==> src/rtl/charger_limit_pkg.sv <==
// Package: constants and types for the input current limit control byte and its serial slave.
// Assumes one 25 MHz clock domain; all users refer to names as charger_limit_pkg::name.
package charger_limit_pkg;

   // ----------------------------------------------------------------
   // Register map
   // ----------------------------------------------------------------
   localparam logic [7:0] LIMIT_CTRL_OFFSET = 8'h00;
   localparam logic [7:0] LIMIT_CTRL_RESET = 8'h17;
   localparam logic [7:0] UNMAPPED_READ = 8'h00;
   localparam logic [6:0] SLAVE_ADDRESS_DEFAULT = 7'h0A;

   // Field layout, bit 7 down to bit 0
   typedef struct packed {
      logic input_isolation_enable;
      logic [1:0] indicator_pin_function_select;
      logic [4:0] input_current_limit_code;
   } limit_ctrl_t;

   // Indicator pin function codes
   localparam logic [1:0] IND_FOLLOW_CHARGE = 2'h0;
   localparam logic [1:0] IND_FOLLOW_CUSTOM = 2'h1;

   // ----------------------------------------------------------------
   // Limit mapping, milliamperes
   // ----------------------------------------------------------------
   localparam int LIMIT_MA_WIDTH = 12;
   localparam logic [11:0] LIMIT_OFFSET_MA = 12'h064;
   localparam logic [11:0] LIMIT_STEP_MA = 12'h064;
   localparam logic [11:0] LIMIT_TOP_MA = 12'hED8;
   localparam logic [4:0] LIMIT_CODE_TOP = 5'h1F;

   // ----------------------------------------------------------------
   // Serial protocol
   // ----------------------------------------------------------------
   localparam logic [3:0] BITS_PER_BYTE = 4'h8;
   localparam logic [3:0] FIRST_BIT_SENT = 4'h1;

   typedef enum {
      ST_IDLE,
      ST_ADDR,
      ST_ACK_ADDR,
      ST_PTR,
      ST_ACK_PTR,
      ST_WDATA,
      ST_ACK_WDATA,
      ST_RDATA,
      ST_RACK
   } serial_state_t;

   typedef struct packed {
      logic scl;
      logic sda;
   } bus_lines_t;

endpackage : charger_limit_pkg

==> src/rtl/line_synchronizer.sv <==
// Three-stage synchroniser with agreement filter for the two serial bus lines.
// Assumes the lines idle high and are asynchronous to sys_clk.
`timescale 1ns/1ps
module line_synchronizer
(
   // Clock and reset
   input wire logic sys_clk,
   input wire logic rst,
   // Raw and filtered lines
   input wire charger_limit_pkg::bus_lines_t raw_lines,
   output charger_limit_pkg::bus_lines_t clean_lines
);

   charger_limit_pkg::bus_lines_t stage1_reg;
   charger_limit_pkg::bus_lines_t stage2_reg;
   charger_limit_pkg::bus_lines_t stage3_reg;
   charger_limit_pkg::bus_lines_t clean_reg;

   // ----------------------------------------------------------------
   // Stages; the first stage feeds only the second
   // ----------------------------------------------------------------
   always_ff @(posedge sys_clk)
   begin
      if (rst)
      begin
         stage1_reg <= '1;
         stage2_reg <= '1;
         stage3_reg <= '1;
      end
      else
      begin
         stage1_reg <= raw_lines;
         stage2_reg <= stage1_reg;
         stage3_reg <= stage2_reg;
      end
   end

   // Per line, a change counts only when stages two and three agree
   always_ff @(posedge sys_clk)
   begin
      if (rst)
         clean_reg <= '1;
      else
      begin
         if (stage2_reg.scl == stage3_reg.scl)
            clean_reg.scl <= stage3_reg.scl;
         if (stage2_reg.sda == stage3_reg.sda)
            clean_reg.sda <= stage3_reg.sda;
      end
   end

   assign clean_lines = clean_reg;

endmodule : line_synchronizer

==> src/rtl/limit_decoder.sv <==
// Converts the five-bit input current limit code into milliamperes.
// Assumes the code comes from a register on the same clock; result is registered.
`timescale 1ns/1ps
module limit_decoder
(
   // Clock and reset
   input wire logic sys_clk,
   input wire logic rst,
   // Code in, limit out
   input wire logic [4:0] limit_code,
   output logic [11:0] limit_ma
);

   logic [11:0] limit_ma_reg;

   // ----------------------------------------------------------------
   // Mapping
   // ----------------------------------------------------------------
   function automatic logic [11:0] code_to_ma(input logic [4:0] code);
      logic [23:0] product;
      product = {7'h00, code} * {12'h000, charger_limit_pkg::LIMIT_STEP_MA};
      if (code == charger_limit_pkg::LIMIT_CODE_TOP)
         return charger_limit_pkg::LIMIT_TOP_MA;
      return charger_limit_pkg::LIMIT_OFFSET_MA + product[11:0];
   endfunction : code_to_ma

   always_ff @(posedge sys_clk)
   begin
      if (rst)
         limit_ma_reg <= code_to_ma(charger_limit_pkg::LIMIT_CTRL_RESET[4:0]);
      else
         limit_ma_reg <= code_to_ma(limit_code);
   end

   assign limit_ma = limit_ma_reg;
endmodule : limit_decoder

==> src/rtl/charger_input_limit_register.sv <==
// Input current limit control byte with its serial bus slave and indicator pin drive.
// Assumes host lines arrive asynchronously; detection, watchdog and defaults-reset events
// and the charge state come from logic on sys_clk.
`timescale 1ns/1ps
module charger_input_limit_register
#(
   parameter logic [6:0] SLAVE_ADDRESS = charger_limit_pkg::SLAVE_ADDRESS_DEFAULT
)
(
   // Clock and reset
   input wire logic sys_clk,
   input wire logic rst,
   // Serial bus, open drain
   input wire logic scl_in,
   input wire logic sda_in,
   output logic sda_out,
   output logic sda_oe,
   // Device events
   input wire logic detect_done,
   input wire logic [4:0] detected_code,
   input wire logic register_reset,
   input wire logic watchdog_expired,
   // Indicator sources
   input wire logic charge_active,
   input wire logic indicator_custom,
   // Indicator pin, open drain
   output logic stat_out,
   output logic stat_oe,
   // Controls to the power stage
   output logic input_isolated_mode,
   output logic [11:0] input_limit_ma
);

   charger_limit_pkg::limit_ctrl_t ctrl_reg;
   charger_limit_pkg::serial_state_t state_reg;
   charger_limit_pkg::bus_lines_t raw_lines;
   charger_limit_pkg::bus_lines_t clean_lines;
   logic scl_prev_reg;
   logic sda_prev_reg;
   logic [3:0] bit_cnt_reg;
   logic [7:0] shift_reg;
   logic [7:0] ptr_reg;
   logic read_dir_reg;
   logic master_nack_reg;
   logic sda_oe_reg;
   logic stat_oe_reg;
   logic scl_rise;
   logic scl_fall;
   logic bus_start;
   logic bus_stop;
   logic host_write;
   logic [7:0] first_read_byte;

   // ----------------------------------------------------------------
   // Line conditioning and bus events
   // ----------------------------------------------------------------
   assign raw_lines.scl = scl_in;
   assign raw_lines.sda = sda_in;

   line_synchronizer line_sync
   (
      .sys_clk(sys_clk),
      .rst(rst),
      .raw_lines(raw_lines),
      .clean_lines(clean_lines)
   );

   always_ff @(posedge sys_clk)
   begin
      if (rst)
      begin
         scl_prev_reg <= 1'b1;
         sda_prev_reg <= 1'b1;
      end
      else
      begin
         scl_prev_reg <= clean_lines.scl;
         sda_prev_reg <= clean_lines.sda;
      end
   end

   assign scl_rise = clean_lines.scl & ~scl_prev_reg;
   assign scl_fall = ~clean_lines.scl & scl_prev_reg;
   assign bus_start = clean_lines.scl & scl_prev_reg & sda_prev_reg & ~clean_lines.sda;
   assign bus_stop = clean_lines.scl & scl_prev_reg & ~sda_prev_reg & clean_lines.sda;

   // Only offset zero is mapped; other offsets read as zero and drop writes
   function automatic logic [7:0] read_byte(input logic [7:0] ptr, input charger_limit_pkg::limit_ctrl_t ctrl);
      if (ptr == charger_limit_pkg::LIMIT_CTRL_OFFSET)
         return ctrl;
      return charger_limit_pkg::UNMAPPED_READ;
   endfunction : read_byte

   assign first_read_byte = read_byte(ptr_reg, ctrl_reg);
   assign host_write = (state_reg == charger_limit_pkg::ST_WDATA) && scl_fall
      && (bit_cnt_reg == charger_limit_pkg::BITS_PER_BYTE);

   // ----------------------------------------------------------------
   // Serial slave
   // ----------------------------------------------------------------
   always_ff @(posedge sys_clk)
   begin
      if (rst)
      begin
         state_reg <= charger_limit_pkg::ST_IDLE;
         bit_cnt_reg <= '0;
         shift_reg <= '0;
         ptr_reg <= charger_limit_pkg::LIMIT_CTRL_OFFSET;
         read_dir_reg <= 1'b0;
         master_nack_reg <= 1'b1;
         sda_oe_reg <= 1'b0;
      end
      else if (bus_start)
      begin
         // A repeated start keeps the register pointer
         state_reg <= charger_limit_pkg::ST_ADDR;
         bit_cnt_reg <= '0;
         sda_oe_reg <= 1'b0;
      end
      else if (bus_stop)
      begin
         state_reg <= charger_limit_pkg::ST_IDLE;
         sda_oe_reg <= 1'b0;
      end
      else
      begin
         unique case (state_reg)
            charger_limit_pkg::ST_IDLE:
            begin
               sda_oe_reg <= 1'b0;
            end
            charger_limit_pkg::ST_ADDR, charger_limit_pkg::ST_PTR, charger_limit_pkg::ST_WDATA:
            begin
               if (scl_rise && bit_cnt_reg < charger_limit_pkg::BITS_PER_BYTE)
               begin
                  shift_reg <= {shift_reg[6:0], clean_lines.sda};
                  bit_cnt_reg <= bit_cnt_reg + 4'h1;
               end
               else if (scl_fall && bit_cnt_reg == charger_limit_pkg::BITS_PER_BYTE)
               begin
                  bit_cnt_reg <= '0;
                  if (state_reg == charger_limit_pkg::ST_ADDR)
                  begin
                     if (shift_reg[7:1] == SLAVE_ADDRESS)
                     begin
                        read_dir_reg <= shift_reg[0];
                        sda_oe_reg <= 1'b1;
                        state_reg <= charger_limit_pkg::ST_ACK_ADDR;
                     end
                     else
                        state_reg <= charger_limit_pkg::ST_IDLE;
                  end
                  else if (state_reg == charger_limit_pkg::ST_PTR)
                  begin
                     ptr_reg <= shift_reg;
                     sda_oe_reg <= 1'b1;
                     state_reg <= charger_limit_pkg::ST_ACK_PTR;
                  end
                  else
                  begin
                     ptr_reg <= ptr_reg + 8'h01;
                     sda_oe_reg <= 1'b1;
                     state_reg <= charger_limit_pkg::ST_ACK_WDATA;
                  end
               end
            end
            charger_limit_pkg::ST_ACK_ADDR:
            begin
               if (scl_fall)
               begin
                  if (read_dir_reg)
                  begin
                     sda_oe_reg <= ~first_read_byte[7];
                     shift_reg <= {first_read_byte[6:0], 1'b0};
                     bit_cnt_reg <= charger_limit_pkg::FIRST_BIT_SENT;
                     state_reg <= charger_limit_pkg::ST_RDATA;
                  end
                  else
                  begin
                     sda_oe_reg <= 1'b0;
                     state_reg <= charger_limit_pkg::ST_PTR;
                  end
               end
            end
            charger_limit_pkg::ST_ACK_PTR, charger_limit_pkg::ST_ACK_WDATA:
            begin
               if (scl_fall)
               begin
                  sda_oe_reg <= 1'b0;
                  state_reg <= charger_limit_pkg::ST_WDATA;
               end
            end
            charger_limit_pkg::ST_RDATA:
            begin
               if (scl_fall)
               begin
                  if (bit_cnt_reg == charger_limit_pkg::BITS_PER_BYTE)
                  begin
                     sda_oe_reg <= 1'b0;
                     ptr_reg <= ptr_reg + 8'h01;
                     state_reg <= charger_limit_pkg::ST_RACK;
                  end
                  else
                  begin
                     sda_oe_reg <= ~shift_reg[7];
                     shift_reg <= {shift_reg[6:0], 1'b0};
                     bit_cnt_reg <= bit_cnt_reg + 4'h1;
                  end
               end
            end
            charger_limit_pkg::ST_RACK:
            begin
               if (scl_rise)
                  master_nack_reg <= clean_lines.sda;
               else if (scl_fall)
               begin
                  if (!master_nack_reg)
                  begin
                     // Next register, already one past the last byte sent
                     sda_oe_reg <= ~first_read_byte[7];
                     shift_reg <= {first_read_byte[6:0], 1'b0};
                     bit_cnt_reg <= charger_limit_pkg::FIRST_BIT_SENT;
                     state_reg <= charger_limit_pkg::ST_RDATA;
                  end
                  else
                     state_reg <= charger_limit_pkg::ST_IDLE;
               end
            end
         endcase
      end
   end

   assign sda_out = 1'b0;
   assign sda_oe = sda_oe_reg;

   // ----------------------------------------------------------------
   // Control byte
   // ----------------------------------------------------------------
   // Detection wins over a host write in the same cycle, since the host is
   // expected to write the limit only after detection has completed.
   always_ff @(posedge sys_clk)
   begin
      if (rst || register_reset)
         ctrl_reg <= charger_limit_pkg::LIMIT_CTRL_RESET;
      else
      begin
         if (host_write && ptr_reg == charger_limit_pkg::LIMIT_CTRL_OFFSET)
            ctrl_reg <= shift_reg;
         if (detect_done)
            ctrl_reg.input_current_limit_code <= detected_code;
         if (watchdog_expired)
            ctrl_reg.input_isolation_enable <= 1'b0;
      end
   end

   assign input_isolated_mode = ctrl_reg.input_isolation_enable;

   limit_decoder limit_map
   (
      .sys_clk(sys_clk),
      .rst(rst),
      .limit_code(ctrl_reg.input_current_limit_code),
      .limit_ma(input_limit_ma)
   );

   // ----------------------------------------------------------------
   // Indicator pin
   // ----------------------------------------------------------------
   always_ff @(posedge sys_clk)
   begin
      if (rst)
         stat_oe_reg <= 1'b0;
      else
      begin
         unique case (ctrl_reg.indicator_pin_function_select)
            charger_limit_pkg::IND_FOLLOW_CHARGE: stat_oe_reg <= charge_active;
            charger_limit_pkg::IND_FOLLOW_CUSTOM: stat_oe_reg <= indicator_custom;
            default: stat_oe_reg <= 1'b0;
         endcase
      end
   end

   assign stat_out = 1'b0;
   assign stat_oe = stat_oe_reg;
endmodule : charger_input_limit_register

==> config.mk <==
export PLATFORM = sky130hd
export DESIGN_NAME = charger_input_limit_register
export DESIGN_NICKNAME = d
export VERILOG_FILES = /design/src/rtl/charger_limit_pkg.sv /design/src/rtl/line_synchronizer.sv /design/src/rtl/limit_decoder.sv /design/src/rtl/charger_input_limit_register.sv
export SDC_FILE = /design/constraint.sdc
export NUM_CORES = 1
export LEC_CHECK = 0
export BUFFER_PORTS_ARGS = -buffer_cell sky130_fd_sc_hd__buf_2
export CAP_MARGIN = 20
export CELL_PAD_IN_SITES_DETAIL_PLACEMENT = 1
export CELL_PAD_IN_SITES_GLOBAL_PLACEMENT = 2
export CORE_UTILIZATION = 33
export DETAILED_ROUTE_END_ITERATION = 10
export MAX_ROUTING_LAYER = met4
export PLACE_DENSITY = 0.73
export SLEW_MARGIN = 25
export SYNTH_ARGS = -nofsm -noshare
export SYNTH_HDL_FRONTEND = slang
export SYNTH_HIERARCHICAL = 1
export SYNTH_SLANG_ARGS = --single-unit
export TNS_END_PERCENT = 30
==> constraint.sdc <==
create_clock -name sys_clk -period 2.5 [get_ports sys_clk]
set_input_delay 0.5 -clock sys_clk [delete_from_list [all_inputs] [get_ports sys_clk]]
set_output_delay 0.5 -clock sys_clk [all_outputs]
set_load 0.02 [all_outputs]
After elaboration in Yosys (flattened, before gate mapping)
Cells that the tools add are included.
Widths: inputs -> output; s select.
{ "word_totals": {"reg_bits": 86, "latchBits": 0, "ramBits": 0, "mem_bits_ro": 0, "inputBits": 14, "output_inout_bits": 17, "memories": 0} }
{ "classes": {"n_addsub": 3, "mul": 1, "div": 0, "magnitude_cmp": 1, "n_eq_ne": 40, "shift": 0, "n_mux": 65, "bitwise": 16, "reduce_logical": 27} }
{ "ops": {"columns": ["op", "count"], "rows": [
  ["$mux 32", 9],
  ["$eq 32x3->1 const B", 5],
  ["$pmux 32 s5", 1],
  ["$mux 8", 16],
  ["$eq 32x2->1 const B", 3],
  ["$eq 32x4->1 const B", 2],
  ["$mux 4", 9],
  ["$eq 32x1->1 const B", 1],
  ["$logic_not 32->1", 1],
  ["$ne 4x4->1 const B", 8],
  ["$pmux 8 s4", 1],
  ["$reduce_and 9->1", 3],
  ["$ne 2x2->1 const B", 13],
  ["$mux 12", 2],
  ["$mux 1", 17],
  ["$pmux 4 s4", 1],
  ["$pmux 8 s2", 1],
  ["$add 7x12->12 const A", 1],
  ["$reduce_and 11->1", 1],
  ["$mul 5x5->10 const B", 1],
  ["$mux 5", 2],
  ["$reduce_and 10->1", 1],
  ["$not 1->1", 9],
  ["$add 8x1->8 const B", 1],
  ["other kinds (26)", 44]
]} }

Longest topological paths before layout
{ "depth": {"depth_word": 8, "mapped_depth": 11, "ltp_nobuf": 11} }

Hierarchy
Netlist, hierarchy kept.
{ "modules_own_cells": {"columns": ["module", "instances", "cells_per_inst", "area_each_um2", "seq_area_each_um2"], "rows": [
  ["charger_input_limit_register", 1, 284, 2322.2, 760.7],
  ["limit_decoder", 1, 76, 780.7, 200.2],
  ["line_synchronizer", 1, 20, 230.2, 160.2]
]} }

Least setup slack after synthesis
Ideal clock, no wire load.
{ "synth_timing": {"kind": "reg2reg", "start": "reg ctrl_reg[3] in the netlist's numbering", "end": "reg limit_map.limit_ma_reg[10] (netlist: limit_map/limit_ma[10])", "setup_ps": 115, "arrival_time_ps": 2428, "required_time_ps": 2385, "setup_slack_ps": -43, "stages_incl_launch_ff": 12, "period_less_slack_ps": 2543, "path_cell_list": "dfxtp_1 > inv_1 > ha_1 > inv_1 > ha_1 > ha_1 > ha_1 > and2b_2 > a32oi_2 > nor3b_2 > xnor2_1 > o21ba_1"} }
{ "synth_between": {"elab_chain_len": 4, "word_cells_on_any_way": 6} }
{ "synth_rtl": {"columns": ["item", "line_no", "source"], "rows": [
  ["from (decl)", "charger_input_limit_register.sv:34", "charger_limit_pkg::limit_ctrl_t ctrl_reg;"],
  ["from (signal assigned)", "charger_input_limit_register.sv:244", "ctrl_reg <= charger_limit_pkg::LIMIT_CTRL_RESET;"],
  ["from (signal assigned)", "charger_input_limit_register.sv:248", "ctrl_reg <= shift_reg;"],
  ["branches (longest 3 deep; another with $add 7x12->12)", null, null],
  ["$mux 12 *", "limit_decoder.sv:24", "return charger_limit_pkg::LIMIT_OFFSET_MA + product[11:0];"],
  ["to (signal assigned)", "limit_decoder.sv:30", "limit_ma_reg <= code_to_ma(charger_limit_pkg::LIMIT_CTRL_RESET[4:0]);"],
  ["to (signal assigned)", "limit_decoder.sv:32", "limit_ma_reg <= code_to_ma(limit_code);"],
  ["to (decl)", "limit_decoder.sv:14", "logic [11:0] limit_ma_reg;"]
]} }
Every way passes the cells marked *. The select of a mux whose other input is x is not followed.
A chain may end at the register's enable or synchronous reset.

Final worst setup path
Same ends and word-level chain as after synthesis.

==> run_results.csv <==
group,metric,value,unit
placed_design,place_hpwl,6900,µm
sta,report.final.slew_viol_count,0,
cts,cts_tree,"built",
sta,setup_violations,0,
cts,clk_pin_slew,0.11,ns
final_layout,nets,459,
logic_synthesis,ys_seq_area_frac,0.336,
final_layout,final_util,0.409,
power,leakage,1.48,nW
grt,grt_overflow_total,0,
final_layout,fill_cells,1153,
final_layout,diodes,0,
setup_path,critPathLaunchType,"flip-flop",
drt,wl_per_cell,17.4,µm
drt,finalWirelength,9680,µm
drt,drcViolationCount,0,
sta,period_minus_slack,2.38,ns
logic_synthesis,postSynthCellCount,380,
drt,via_count,3025,
setup_path,path_class,"flip-flop to flip-flop",
grt,antenna_found_initial,0,
floorplanning,design.core.area,9770,µm²
hold_path,hold_start,"watchdog_expired",
cts,holdBufCountCts,0,
sta,rsz0062_at_grt,"false",
setup_path,critPathLaunch,"ctrl_reg[3]",
placed_design,post-place-ws,-0.0593,ns
logic_synthesis,synth-seq-cells,56,
sta,finClkSkew,0.00675,ns
sta,hold_slack,0.328,ns
grt,grt_pass1_wl,15800,µm
floorplanning,dieWidth,103,µm
grt,met1_usage,0.255,
sta,maxClockFrequency,420,MHz
drt,firstDrtPassIters,4,
setup_path,crit_fanout,3,
final_layout,drive_gt1_frac,0.250,
outcome,status,"complete, no violations",
grt,met2_usage,0.332,
cts,cts_buffer_depth,2,
setup_path,crit_required,2.74,ns
setup_path,endpoint_kind,"flip-flop",
cts,clockRootBuffer,"clkbuf_8",
sta,max_slew.worst_pin.slew,0.562,ns
logic_synthesis,async_flop_share,0,
final_layout,largest_reg_flops,10,
logic_synthesis,synth_ff_type,"dfxtp_1",
grt,use_met3,0.0258,
placed_design,dp_cells,547,
floorplanning,die_area,10500,µm²
grt,grt.total_usage,0.201,
logic_synthesis,yosys_warnings,6,
cts,numClockSinks,56,
sta,slew_headroom,0.624,
final_layout,syn_to_final_growth,20.0,%
floorplanning,ios,31,
cts,numCtsBuffers,5,
cts,cts_htree_levels,2,
sta,hold_violations,0,
drt,drtIter0Drc,130,
placed_design,io_buffer_count,26,
drt,postRouteAntennaNets,0,
floorplanning,initial_utilization,0.341,
placed_design,place_congestion,0.787,
setup_path,cp.arrival,2.62,ns
hold_path,hold_class,"input pin to flip-flop",
flow_run,drv_cap,0,
drt,routed_via_density,5.43,
final_layout,stdcell_count,557,
sta,layout_setup_ws,0.120,ns
grt,grt-busiest-layer,"met2",
logic_synthesis,synth_area,3330,µm²
floorplanning,dieHeight,103,µm
sta,period_share,0.952,
logic_synthesis,synth_edf_count,0,
grt,grt_pass1_vias,3076,
logic_synthesis,avgSynthCellArea,8.77,µm²
grt,grt_max_degree,29,
setup_path,timing.rr.start,"ctrl_reg[3]",
power,powerDensity,477,nW/µm²
cts,clock_latency,0.33,ns
floorplanning,rows,36,
logic_synthesis,ys_types,73,
power,ir_worst_vdd,0.000243,V
## cell usage in the layout, fill, tap and decap left out, types with 6 or more instances in the layout
| master | netlist | final |
|---|---|---|
| a21o_1 | 7 | 7 |
| nor2b_1 | 11 | 11 |
| a22oi_1 | 8 | 8 |
| a211oi_1 | 11 | 11 |
| xnor2_1 | 9 | 9 |
| o21ai_0 | 6 | 6 |
| ha_1 | 21 | 11 |
| buf_2 | 6 | 26 |
| inv_1 | 12 | 10 |
| nand2_1 | 22 | 22 |
| dfxtp_1 | 56 | 52 |
| ha_4 | 0 | 8 |
| mux2i_1 | 14 | 14 |
| a21oi_1 | 33 | 33 |
| nor3_1 | 12 | 12 |
| or2_1 | 6 | 6 |
| nand3_1 | 9 | 9 |
| nor2_1 | 27 | 27 |
| buf_4 | 4 | 32 |
## routing by layer
| layer | share of wire | vias up |
|---|---|---|
| met1 | 0.47 | 1499 |
| met4 | 0.014 | 0 |
| met2 | 0.50 | 41 |
| met3 | 0.018 | 13 |
| met5 | 0 | - |
| li1 | - | 1472 |
## per-stage QoR
| stage | TNS, ns | total power [W] | area [µm²] |
|---|---|---|---|
| 3_5_place_dp | -0.117 | 0.00132 | 3760 |
| 6_report | 0 | 0.00191 | 4000 |
| 5_1_grt | 0 | 0.00200 | 4000 |
| 4_1_cts | -0.000376 | 0.00189 | 3890 |
| 3_3_place_gp | 0 | 0.00131 | 3760 |
| 2_1_floorplan | 0 | 0.00120 | 3350 |
## kinds of logic (layout without fill, tap and decap cells)
family | count (synthesis) | in the layout | share of synthesized area
AND/OR/NAND/NOR | 129 | 129 | 0.222
AO/OA/AOI/OAI | 108 | 108 | 0.227
multiplexers | 14 | 14 | 0.0420
buffers and inverters | 36 | 78 | 0.0495
adder cells (fa/ha/maj) | 22 | 22 | 0.0848
XOR/XNOR | 13 | 13 | 0.0364
other | 2 | 4 | 0.00225
flip-flops | 56 | 56 | 0.336
## cell usage after synthesis, types with 4 or more instances
cell / number / area (µm²)
a211oi_1: 11 / 82.6
a21o_1: 7 / 52.6
a21oi_1: 33 / 165
a22oi_1: 8 / 60.1
buf_2: 6 / 30.0
buf_4: 4 / 30.0
clkbuf_1: 12 / 45.0
dfxtp_1: 56 / 1120
ha_1: 21 / 263
inv_1: 12 / 45.0
mux2i_1: 14 / 140
nand2_1: 22 / 82.6
nand3_1: 9 / 45.0
nand4_1: 5 / 31.3
nor2_1: 27 / 101
nor2b_1: 11 / 68.8
nor3_1: 12 / 60.1
nor3b_1: 4 / 30.0
o21ai_0: 6 / 30.0
o21ai_1: 4 / 20.0
o31ai_1: 5 / 37.5
or2_1: 6 / 37.5
or2_2: 5 / 31.3
xnor2_1: 9 / 78.8
## critical path, stage by stage, from the launching register on
cell and delay, ns:
dfxtp_2 0.36, inv_2 0.05, ha_4 0.25, inv_2 0.04, ha_4 0.23, ha_4 0.24, ha_4 0.23, buf_4 0.15
a31oi_4 0.18, xor2_2 0.20, buf_4 0.14, xnor2_1 0.06, o21ba_1 0.16
## where the power goes
group	leakage, nW	internal, W	total, W	switching [W]
combinational	0.976	0.000201	0.000423	0.000222
clock	0.0485	0.000202	0.000542	0.000339
sequential	0.455	0.000927	0.000943	0.0000163
total	1.48	0.00133	0.00191	0.000578
## worst paths after layout
| kind | endpoint | slack, ns | cells after the start |
|---|---|---|---|
| max | limit_map/limit_ma[10] | 0.12 | 12 |
| min | input_isolated_mode | 0.33 | 2 |
| max reg2reg | limit_map/limit_ma[10] | 0.12 | 12 |
| min reg2reg | line_sync/stage2_reg[1] | 0.42 | 1 |
## cell type report
type                    count  area (µm²)  share of cell area
well taps                 133         166              0.0416
flip-flops and latches     56        1130               0.281
repair buffers             58         370              0.0926
clock buffers               5        68.8              0.0172
inverters                  12        45.0              0.0113
clock inverters             3        22.5             0.00563
multi-input cells         290        2200               0.550
## what timing repair did
action                                  4_1_cts  5_1_grt
buffers inserted                              0        2
endpoints found under the setup margin        3        3
pin swaps                                     3       10
resized for setup                             4       16
Note: power is estimated with default switching activity, not from simulation.
